**src/evu_pkg.sv**
```systemverilog
package evu_pkg;
   // status word layout
   localparam int          SW_W         = 16;
   localparam int          SW_SUPER_BIT = 13;
   localparam int          SW_IPL_LO    = 8;
   localparam logic [15:0] SW_RESET     = 16'h2700;
   // vector numbers
   localparam logic [7:0]  VEC_RESET_SSP  = 8'h00;
   localparam logic [7:0]  VEC_RESET_PC   = 8'h01;
   localparam logic [7:0]  VEC_BUS_ERR    = 8'h02;
   localparam logic [7:0]  VEC_ADDR_ERR   = 8'h03;
   localparam logic [7:0]  VEC_ILLEGAL    = 8'h04;
   localparam logic [7:0]  VEC_ZERO_DIV   = 8'h05;
   localparam logic [7:0]  VEC_BOUNDS     = 8'h06;
   localparam logic [7:0]  VEC_OVF_TRAP   = 8'h07;
   localparam logic [7:0]  VEC_PRIV       = 8'h08;
   localparam logic [7:0]  VEC_TRACE      = 8'h09;
   localparam logic [7:0]  VEC_LINE1010   = 8'h0A;
   localparam logic [7:0]  VEC_AUTO_BASE  = 8'h18;
   localparam logic [7:0]  VEC_UNINIT     = 8'h0F;
   // exception cause codes (index = vector number for internal causes)
   localparam logic [3:0]  CAUSE_INTR     = 4'hF;
   // vector sizes in words
   localparam logic [2:0]  VEC_WORDS      = 3'h2;
   localparam logic [2:0]  RESET_WORDS    = 3'h4;
   // function codes: supervisor data / supervisor program / int ack
   localparam logic [2:0]  FC_SUP_DATA    = 3'h5;
   localparam logic [2:0]  FC_SUP_PROG    = 3'h6;
   localparam logic [2:0]  FC_INT_ACK     = 3'h7;
   // operand sizes
   localparam logic [1:0]  SZ_BYTE        = 2'h0;
   localparam logic [1:0]  SZ_WORD        = 2'h1;
   localparam logic [1:0]  SZ_LONG        = 2'h2;
   // addressing modes
   localparam logic [3:0]  AM_DATA_DIR    = 4'h0;
   localparam logic [3:0]  AM_ADDR_DIR    = 4'h1;
   localparam logic [3:0]  AM_ABS_SHORT   = 4'h2;
   localparam logic [3:0]  AM_ABS_LONG    = 4'h3;
   localparam logic [3:0]  AM_PC_D16      = 4'h4;
   localparam logic [3:0]  AM_PC_IDX      = 4'h5;
   localparam logic [3:0]  AM_IND         = 4'h6;
   localparam logic [3:0]  AM_POSTINC     = 4'h7;
   localparam logic [3:0]  AM_PREDEC      = 4'h8;
   localparam logic [3:0]  AM_IND_D16     = 4'h9;
   localparam logic [3:0]  AM_IND_IDX     = 4'hA;
   localparam logic [3:0]  AM_IMM         = 4'hB;
   localparam logic [3:0]  AM_QUICK       = 4'hC;
   localparam logic [3:0]  AM_IMPLIED     = 4'hD;
   localparam logic [2:0]  SP_REG_NUM     = 3'h7;
   // status-word writing instructions
   localparam logic [2:0]  SWOP_NONE      = 3'h0;
   localparam logic [2:0]  SWOP_RETURN    = 3'h1;
   localparam logic [2:0]  SWOP_MOVE      = 3'h2;
   localparam logic [2:0]  SWOP_AND       = 3'h3;
   localparam logic [2:0]  SWOP_XOR       = 3'h4;
   localparam logic [2:0]  SWOP_OR        = 3'h5;
endpackage : evu_pkg

```
**src/evu_exception_unit.sv**
```systemverilog
// Behaviour
// - in user state only exception processing changes privilege state
// - exception entry saves supervisor flag, then sets it
// - supervisor to user only via return, move, and-imm, xor-imm to status word
// - step one copies status word and sets it up; step two finds vector
// - step three saves context; step four loads new context and resumes
// - vectors are two words long; the reset vector is four words
// - vectors fetched from supervisor data space; reset from supervisor program
// - table offset is the 8-bit vector number times four
// - vector number comes from internal logic or external source per cause
// - auto vector request selects the autovector of the pending level
// - reset fetches initial supervisor stack pointer from vector 0, offset 000
// - reset fetches initial program counter from vector 1, offset 004
// - vectors 2 to 10 serve fixed internal causes at offsets 008 to 028
// - operands are bytes, words or long words
// - effective address formed for all 14 addressing modes
// - post/pre step by 1, 2, 4; byte through stack pointer steps 2
`timescale 1ns/100ps
`default_nettype none
module evu_exception_unit (
   input  wire logic        CLK_SYS,      // 10 MHz system clock
   input  wire logic        RESETN,       // async reset, active low
   input  wire logic        EXC_REQ,      // internal exception request pulse
   input  wire logic [3:0]  EXC_CAUSE,    // vector number 2..10 or interrupt code
   input  wire logic [2:0]  INT_LEVEL,    // pending interrupt priority level
   input  wire logic [7:0]  VEC_DATA,     // low data lines during acknowledge
   input  wire logic        XFER_ACK,     // transfer_acknowledge from peripheral
   input  wire logic        AUTO_VEC_REQ, // auto_vector_request from peripheral
   input  wire logic        CTX_DONE,     // context save complete
   input  wire logic        FETCH_DONE,   // vector fetch complete
   input  wire logic [2:0]  SW_OP,        // status-word writing instruction
   input  wire logic [15:0] SW_WDATA,     // operand for status-word write
   input  wire logic [3:0]  EA_MODE,      // addressing mode
   input  wire logic [1:0]  EA_SIZE,      // operand size
   input  wire logic [2:0]  EA_REG,       // address register number
   input  wire logic [31:0] EA_BASE,      // addr_reg, pc or data_reg contents
   input  wire logic [31:0] EA_INDEX,     // index_reg contents
   input  wire logic [15:0] EA_EXT0,      // first extension word
   input  wire logic [15:0] EA_EXT1,      // second extension word
   output logic [15:0]      STATUS_WORD,  // current status word
   output logic [15:0]      SW_SAVED,     // temporary copy taken at entry
   output logic             SUPER,        // supervisor state
   output logic             IACK,         // interrupt acknowledge cycle active
   output logic             CTX_SAVE,     // step three active
   output logic             VEC_FETCH,    // step four vector fetch active
   output logic [7:0]       VEC_NUM,      // resolved vector number
   output logic [9:0]       VEC_OFFSET,   // vector number times four
   output logic [2:0]       VEC_FC,       // address space of vector fetch
   output logic [2:0]       VEC_LEN,      // vector length in words
   output logic             RESUME,       // pulse: back to instruction processing
   output logic [31:0]      EA_ADDR,      // effective address
   output logic [31:0]      EA_REG_NEW,   // updated address register
   output logic             EA_REG_WR     // address register update valid
);
   typedef enum logic [2:0] {
      ST_RESET = 3'b000,
      ST_IDLE  = 3'b001,
      ST_SETUP = 3'b010,
      ST_VEC   = 3'b011,
      ST_SAVE  = 3'b100,
      ST_FETCH = 3'b101
   } evu_state_t;

   typedef struct packed {
      evu_state_t  st;
      logic [15:0] sw;
      logic [15:0] sw_tmp;
      logic [3:0]  cause;
      logic        iack;
      logic        ctx;
      logic        fetch;
      logic [7:0]  vnum;
      logic [9:0]  voff;
      logic [2:0]  vfc;
      logic [2:0]  vlen;
      logic        resume;
      logic [31:0] ea;
      logic [31:0] an_new;
      logic        an_wr;
   } evu_regs_t;

   evu_regs_t r_reg;
   evu_regs_t r_next;

   // operand step for post/pre modes
   function automatic logic [31:0] step_size(input logic [1:0] sz, input logic [2:0] rn);
      case (sz)
         evu_pkg::SZ_BYTE: step_size = (rn == evu_pkg::SP_REG_NUM) ? 32'h2 : 32'h1;
         evu_pkg::SZ_WORD: step_size = 32'h2;
         evu_pkg::SZ_LONG: step_size = 32'h4;
         default:          step_size = 32'h2;
      endcase
   endfunction : step_size

   function automatic logic [31:0] sext16(input logic [15:0] v);
      sext16 = {{16{v[15]}}, v};
   endfunction : sext16

   function automatic logic [31:0] sext8(input logic [7:0] v);
      sext8 = {{24{v[7]}}, v};
   endfunction : sext8

   logic [31:0] step;
   assign step = step_size(EA_SIZE, EA_REG);

   always_comb begin
      logic [15:0] sw_w;
      sw_w = r_reg.sw;
      r_next = r_reg;
      r_next.resume = 1'b0;
      r_next.an_wr = 1'b0;
      // effective address for all modes
      case (EA_MODE)
         evu_pkg::AM_DATA_DIR,
         evu_pkg::AM_ADDR_DIR,
         evu_pkg::AM_IND:       r_next.ea = EA_BASE;
         evu_pkg::AM_ABS_SHORT: r_next.ea = sext16(EA_EXT0);
         evu_pkg::AM_ABS_LONG:  r_next.ea = {EA_EXT0, EA_EXT1};
         evu_pkg::AM_PC_D16,
         evu_pkg::AM_IND_D16:   r_next.ea = EA_BASE + sext16(EA_EXT0);
         evu_pkg::AM_PC_IDX,
         evu_pkg::AM_IND_IDX:   r_next.ea = EA_BASE + EA_INDEX + sext8(EA_EXT0[7:0]);
         evu_pkg::AM_POSTINC: begin
            r_next.ea = EA_BASE;
            r_next.an_new = EA_BASE + step;
            r_next.an_wr = 1'b1;
         end
         evu_pkg::AM_PREDEC: begin
            r_next.ea = EA_BASE - step;
            r_next.an_new = EA_BASE - step;
            r_next.an_wr = 1'b1;
         end
         evu_pkg::AM_IMM,
         evu_pkg::AM_QUICK,
         evu_pkg::AM_IMPLIED:   r_next.ea = EA_BASE;
         default:               r_next.ea = 32'h0;
      endcase
      // status-word writes, all bits in supervisor state, low byte only in user state
      case (SW_OP)
         evu_pkg::SWOP_RETURN,
         evu_pkg::SWOP_MOVE:   sw_w = SW_WDATA;
         evu_pkg::SWOP_AND:    sw_w = r_reg.sw & SW_WDATA;
         evu_pkg::SWOP_XOR:    sw_w = r_reg.sw ^ SW_WDATA;
         evu_pkg::SWOP_OR:     sw_w = r_reg.sw | SW_WDATA;
         default:              sw_w = r_reg.sw;
      endcase
      // or-immediate can never clear supervisor flag
      if (SW_OP == evu_pkg::SWOP_OR) begin
         sw_w[evu_pkg::SW_SUPER_BIT] = r_reg.sw[evu_pkg::SW_SUPER_BIT];
      end
      case (r_reg.st)
         ST_RESET: begin
            r_next.vnum = evu_pkg::VEC_RESET_SSP;
            r_next.voff = {r_next.vnum, 2'b00};
            r_next.vfc = evu_pkg::FC_SUP_PROG;
            r_next.vlen = evu_pkg::RESET_WORDS;
            r_next.fetch = 1'b1;
            if (FETCH_DONE && r_reg.fetch) begin
               if (r_reg.vnum == evu_pkg::VEC_RESET_SSP) begin
                  r_next.vnum = evu_pkg::VEC_RESET_PC;
                  r_next.voff = {evu_pkg::VEC_RESET_PC, 2'b00};
               end else begin
                  r_next.vnum = r_reg.vnum;
                  r_next.voff = r_reg.voff;
                  r_next.fetch = 1'b0;
                  r_next.resume = 1'b1;
                  r_next.st = ST_IDLE;
               end
            end else begin
               r_next.vnum = r_reg.vnum;
               r_next.voff = r_reg.voff;
            end
         end
         ST_IDLE: begin
            if (r_reg.sw[evu_pkg::SW_SUPER_BIT]) begin
               r_next.sw = sw_w;
            end else begin
               // user state: only non-privilege bits may change
               r_next.sw = {r_reg.sw[15:8], sw_w[7:0]};
            end
            if (EXC_REQ) begin
               r_next.cause = EXC_CAUSE;
               r_next.st = ST_SETUP;
            end
         end
         ST_SETUP: begin
            r_next.sw_tmp = r_reg.sw;
            r_next.sw[evu_pkg::SW_SUPER_BIT] = 1'b1;
            r_next.st = ST_VEC;
            r_next.iack = (r_reg.cause == evu_pkg::CAUSE_INTR);
            if (r_reg.cause == evu_pkg::CAUSE_INTR) begin
               r_next.sw[evu_pkg::SW_IPL_LO +: 3] = INT_LEVEL;
            end
         end
         ST_VEC: begin
            if (!r_reg.iack) begin
               r_next.vnum = {4'h0, r_reg.cause};
               r_next.st = ST_SAVE;
            end else if (AUTO_VEC_REQ) begin
               r_next.vnum = evu_pkg::VEC_AUTO_BASE + {5'h00, INT_LEVEL};
               r_next.iack = 1'b0;
               r_next.st = ST_SAVE;
            end else if (XFER_ACK) begin
               r_next.vnum = VEC_DATA;
               r_next.iack = 1'b0;
               r_next.st = ST_SAVE;
            end
            r_next.voff = {r_next.vnum, 2'b00};
            r_next.vfc = evu_pkg::FC_SUP_DATA;
            r_next.vlen = evu_pkg::VEC_WORDS;
            r_next.ctx = (r_next.st == ST_SAVE);
         end
         ST_SAVE: begin
            if (CTX_DONE) begin
               r_next.ctx = 1'b0;
               r_next.fetch = 1'b1;
               r_next.st = ST_FETCH;
            end
         end
         ST_FETCH: begin
            if (FETCH_DONE) begin
               r_next.fetch = 1'b0;
               r_next.resume = 1'b1;
               r_next.st = ST_IDLE;
            end
         end
         default: r_next.st = ST_IDLE;
      endcase
   end

   always_ff @(posedge CLK_SYS or negedge RESETN) begin
      if (!RESETN) begin
         r_reg <= '{st: ST_RESET, sw: evu_pkg::SW_RESET, vnum: evu_pkg::VEC_RESET_SSP,
                    vfc: evu_pkg::FC_SUP_PROG, vlen: evu_pkg::RESET_WORDS, default: '0};
      end else begin
         r_reg <= r_next;
      end
   end

   assign STATUS_WORD = r_reg.sw;
   assign SW_SAVED    = r_reg.sw_tmp;
   assign SUPER       = r_reg.sw[evu_pkg::SW_SUPER_BIT];
   assign IACK        = r_reg.iack;
   assign CTX_SAVE    = r_reg.ctx;
   assign VEC_FETCH   = r_reg.fetch;
   assign VEC_NUM     = r_reg.vnum;
   assign VEC_OFFSET  = r_reg.voff;
   assign VEC_FC      = r_reg.vfc;
   assign VEC_LEN     = r_reg.vlen;
   assign RESUME      = r_reg.resume;
   assign EA_ADDR     = r_reg.ea;
   assign EA_REG_NEW  = r_reg.an_new;
   assign EA_REG_WR   = r_reg.an_wr;
endmodule : evu_exception_unit
`default_nettype wire

```
**config.mk**
```make
export PLATFORM = sky130hd
export DESIGN_NAME = evu_exception_unit
export DESIGN_NICKNAME = d
export VERILOG_FILES = /design/src/evu_pkg.sv /design/src/evu_exception_unit.sv
export SDC_FILE = /design/constraint.sdc
export NUM_CORES = 1
export LEC_CHECK = 0
export BUFFER_PORTS_ARGS = -buffer_cell sky130_fd_sc_hd__buf_2
export CAP_MARGIN = 0
export CORE_ASPECT_RATIO = 1.4
export CORE_MARGIN = 2
export CORE_UTILIZATION = 50
export DETAILED_ROUTE_END_ITERATION = 8
export GPL_TIMING_DRIVEN = 0
export PLACE_DENSITY = 0.87
export SLEW_MARGIN = 15
export SYNTH_ARGS = -nofsm -noshare
export SYNTH_HDL_FRONTEND = slang
export SYNTH_SLANG_ARGS = --single-unit
```
**constraint.sdc**
```tcl
create_clock -name CLK_SYS -period 2 [get_ports CLK_SYS]
set_input_delay 0.3 -clock CLK_SYS [delete_from_list [all_inputs] [get_ports CLK_SYS]]
set_output_delay 0.3 -clock CLK_SYS [all_outputs]
set_load 0.05 [all_outputs]
```
* Word level (Yosys, flattened, before mapping)
Cells that the tools add are included.
Word-level totals: word-level logic and storage cells 128, register bits after elaboration 132
Operators by class: add/subtract/negate cells 6, reductions and logical operators 24, muxes and demuxes 40, equality and inequality tests 37, bitwise logic cells 3
Operators by type and width (number):
- case mux 32 bit (6 select lines) | 1
- adder 32 bit | 4
- case mux 33 bit (2 select lines) | 1
- case mux 16 bit (4 select lines) | 1
- case mux 24 bit (2 select lines) | 1
- 2-to-1 mux 18 bit | 2
- subtractor 32 bit | 1
- 2-to-1 mux 3 bit | 10
- equality test 4 bit (second input constant) | 7
- 2-to-1 mux 8 bit | 3
- equality test 3 bit (second input constant) | 6
- case mux 3 bit (6 select lines) | 1
- bitwise AND 16 bit | 1
- equality test 4 x 3 -> 1 bit (second input constant) | 4
- != test 2 bit (second input constant) | 8
- bitwise OR 16 bit | 1
- XOR 16 bit | 1
- 2-to-1 mux 14 bit | 1
- equality test 3 x 2 -> 1 bit (second input constant) | 4
- case mux 3 bit (2 select lines) | 2
- 2-to-1 mux 1 bit | 10
- nonzero test 2 bit | 5
- AND reduction 3 bit | 3
- equality test 4 x 2 -> 1 bit (second input constant) | 2
- 21 further kinds | 30

* Longest topological paths before layout
depth in word-level cells 6, depth in mapped cells 15, gate-level depth less buffers 14

* Least setup slack after synthesis
Ideal clock, no wire load.
path kind input to register, from in EA_BASE[1], to reg r_reg (netlist bit EA_ADDR[29]), setup slack -1.393 ns, cell stages on the path 12, arrival 3.259 ns, path buffers 0, cell sequence fa_1 > ha_1 > fa_1 > a21oi_1 > nand4b_1 > a21boi_0 > a2111oi_0 > o21ai_0 > a21oi_1 > o311a_1 > xor2_1 > o21ai_0
RTL lines:
- start, declared | line evu_exception_unit.sv:36 | input wire logic [31:0] EA_BASE,
- end signal, assigned | line evu_exception_unit.sv:233 | r_reg <= '{st: ST_RESET, sw: evu_pkg::SW_RESET, vnum: evu_pkg::VEC_RESET_SSP,
- end signal, assigned | line evu_exception_unit.sv:236 | r_reg <= r_next;
- end, declared | line evu_exception_unit.sv:82 | evu_regs_t r_reg;

==> key figures <==
Logic synthesis
  • Async S/R FF share, synth: 1.00
  • Top-count cell post-synth: a21oi_1
  • Register area share after synthesis: 0.235
  • Ys Warns: 0
  • Post-synth top cells: a21oi_1, buf_4, o21ai_0
  • Yosys reg bits: 118
  • Mapped Area: 12600 um2
  • Synth Flop Type: dfrtp_1
  • Synth area leaders: dfrtp_1, ha_1, buf_4, fa_1, a21oi_1
  • Cell taking the most area after synthesis: dfrtp_1
  • EDFF count, synth: 0
  • Share of the synthesized area in the top cell type: 0.225
  • Mapped Cells: 1512
  • Unique cell type count in the Yosys netlist: 78
  • Syn avg cell area: 8.31 um2

Worst hold path
  • HP Start: VEC_DATA[5]
  • Hold Path Stages: 2
  • Worst min-delay path category: in2reg
  • WHS Endpoint: VEC_NUM[5]$_DFFE_PN0P_

Outcome
  • Failing checks: design-rule violations, negative setup slack
  • Status: finished, violations left

Routing
  • Final ANT Viol Nets: 0
  • Post-Route WL: 47.3 mm
  • WL/cell: 21.6 um
  • Initial DRC count: 1250
  • DR vias/cell: 6.34
  • Post-route DRC: 17
  • First-pass DRT Iterations: 9
  • Vias: 13900

Final layout
  • Area Overhead vs Synth: 34.1%
  • Final design area excluding fillers: 16900 um2
  • Layout cell share with drive strength beyond 1: 0.394
  • Nets: 2146
  • Fin cells: 2194

Placed design
  • Dpl ws: -2.44 ns
  • Placed Instances: 2096
  • Placed Area: 14500 um2
  • Final GP Congestion: 1.03
  • Detail Placement HPWL: 33.6 mm
  • Port-buffer cells: 266

Critical path
  • Crit path max fanout: 3
  • Crit-path cells: buf_6 > a311oi_4 > ha_2 > fa_2 > nand2b_4 > or4b_4 > buf_4 > buf_6 > or2_4 > nor4_4 > and2_4 > a21oi_4 > o21ai_2 > nand3_2 > a221o_1
  • R2R cell count: 6
  • CP bufs+invs: 3
  • Arrival time at the worst endpoint: 3.40 ns
  • CP endpoint kind: register
  • Reg-to-Reg End: VEC_FETCH$_DFFE_PN0P_
  • Most frequent CP cell: buf_6
  • Req. time, crit path: 2.32 ns
  • CP max-delay cell: or4b_4
  • Critical Setup Path Class: in2reg
  • Largest stage delay on the critical path: 0.51 ns
  • Critical Path Source Type: input pin
  • R2r startpoint: VEC_NUM[0]$_DFFE_PN0P_
  • R2R Setup Slk: 0.06 ns
  • Kind of cell adding the most delay to the critical path: simple AND/OR/NAND/NOR gates

Timing
  • RSZ-0062 raised after global routing: true
  • Final Critical Period: 3.08 ns
  • Worst Tran Pin Value: 0.916 ns
  • Slew margin rel.: 0.389
  • Worst Skew: 0.00561 ns
  • Worst setup margin: -1.08 ns
  • Setup violators final: 58
  • Hold Fails Final Rpt: 0
  • Period Utilization, post-route: 1.54
  • FMAX: 325 MHz
  • Hold_ws: 0.0990 ns
  • Slew Limit Fails: 0

Power
  • VDD IR max: 0.00127 V
  • P_leak: 7.69 nW
  • Power Dens Cells: 1000 nW/um2

Global route
  • First-pass GRT wire length: 69.0 mm
  • Initial antenna violation count: 1
  • Number of global-route vias before repair: 13200
  • Total gr overflow: 0
  • All-Layer GR Usage: 0.329
  • Largest net degree at the start of global routing: 72

Floorplan
  • DIE HEIGHT: 192 um
  • Die area: 26400 um2
  • Rows: 68
  • Initial core utilization: 0.509
  • CORE AREA: 24700 um2
  • I/O Pins: 272
  • Chip width: 138 um

Clock network
  • Clock slew at reported path FFs: 0.06 ns
  • Clk sinks: 118
  • CTS Buffer Depth: 2
  • CTS root buf: clkbuf_16
  • Clock latency reported for the late side of the worst-skew pair: 0.43 ns
  • TritonCTS buffer count: 17
  • H-tree levels: 4
  • CTS tree: yes

Run
  • Max_cap viols: 0
cells by family after synthesis:
family,after synthesis,synth area share
AO/OA/AOI/OAI,477,0.247
flip-flops,118,0.235
XOR/XNOR,72,0.0502
buffers and inverters,262,0.115
multiplexers,46,0.0396
adder cells (fa/ha/maj),135,0.155
AND/OR/NAND/NOR,400,0.157
other,2,0.000597
how the worst max path moves through the flow:
stage	startpoint	to	slack (ns)	cells after the start
after floorplan	EA_REG[2]	EA_ADDR[28]$_DFF_PN0_	-1.23	12
after global placement	EA_EXT0[7]	EA_ADDR[28]$_DFF_PN0_	-2.38	12
after detailed placement	EA_EXT0[7]	EA_ADDR[28]$_DFF_PN0_	-2.44	12
after CTS	EA_REG[0]	EA_ADDR[28]$_DFF_PN0_	-1.14	13
after global routing	EA_REG[2]	EA_ADDR[28]$_DFF_PN0_	-1.14	13
final	EA_REG[2]	EA_ADDR[16]$_DFF_PN0_	-1.08	15
worst register-to-register path: cells and delay by family (launching register included):
family / cells / cell delay [ns]
multiplexers: 1 / 0.27
AND/OR/NAND/NOR: 5 / 1.17
flip-flops: 1 / 0.43
area by class of cell:
cell class              count  area (um2)
multi-input cells        1134        9300
fillers                  1845        7810
flip-flops and latches    118        2960
repair buffers            339        2120
plain buffers             197        1230
clock buffers              24         482
well taps                 315         394
inverters                  58         218
clock inverters             8         145
diodes                      1        2.50
per-layer routing:
metal  GRT usage  part of all wire  wire, um
met1       0.361              0.35     16600
met2       0.590              0.49     23100
met3      0.0471             0.083      3920
met4       0.225             0.080      3770
met5           0                 0         0
cell usage in the layout, fill, tap and decap left out, drive strengths merged, types with 13 or more instances in the layout:
master    n
buf     465
o211ai   17
nand3    38
a221o    21
nand2b   15
fa       35
xor2     33
nand2   116
clkbuf   93
and3     13
xnor2    39
a211oi   23
nor2    108
ha      100
nand4    19
dfrtp   113
o21ai   119
o22ai    19
inv      58
a221oi   24
a21o     27
nor3     21
mux2i    16
mux2     30
a21oi   127
repair_timing:
action,4_1_cts,5_1_grt
setup buffers,44,34
cloned,1,0
hold buffers,1,0
pin swaps,59,76
setup endpoints to repair,87,79
gates resized for setup,167,146
endpoints found under the hold margin,70,0
report_power, final:
group | total [mW] | switching [mW] | internal (mW)
Clock | 3.32 | 1.14 | 2.18
Sequential | 3.79 | 0.626 | 3.16
Combinational | 9.81 | 6.20 | 3.61
per-stage QoR:
step	power [mW]	util	setup TNS [ns]
floorplan	10.6	-	-31.36
global placement	12.5	0.588	-176.64
detailed placement	12.7	0.589	-83.45
CTS	16.5	0.654	-37.02
global route	17.7	0.683	-43.51
finish	16.9	0.683	-40.80
No activity file was read; power rests on OpenSTA's default activity.
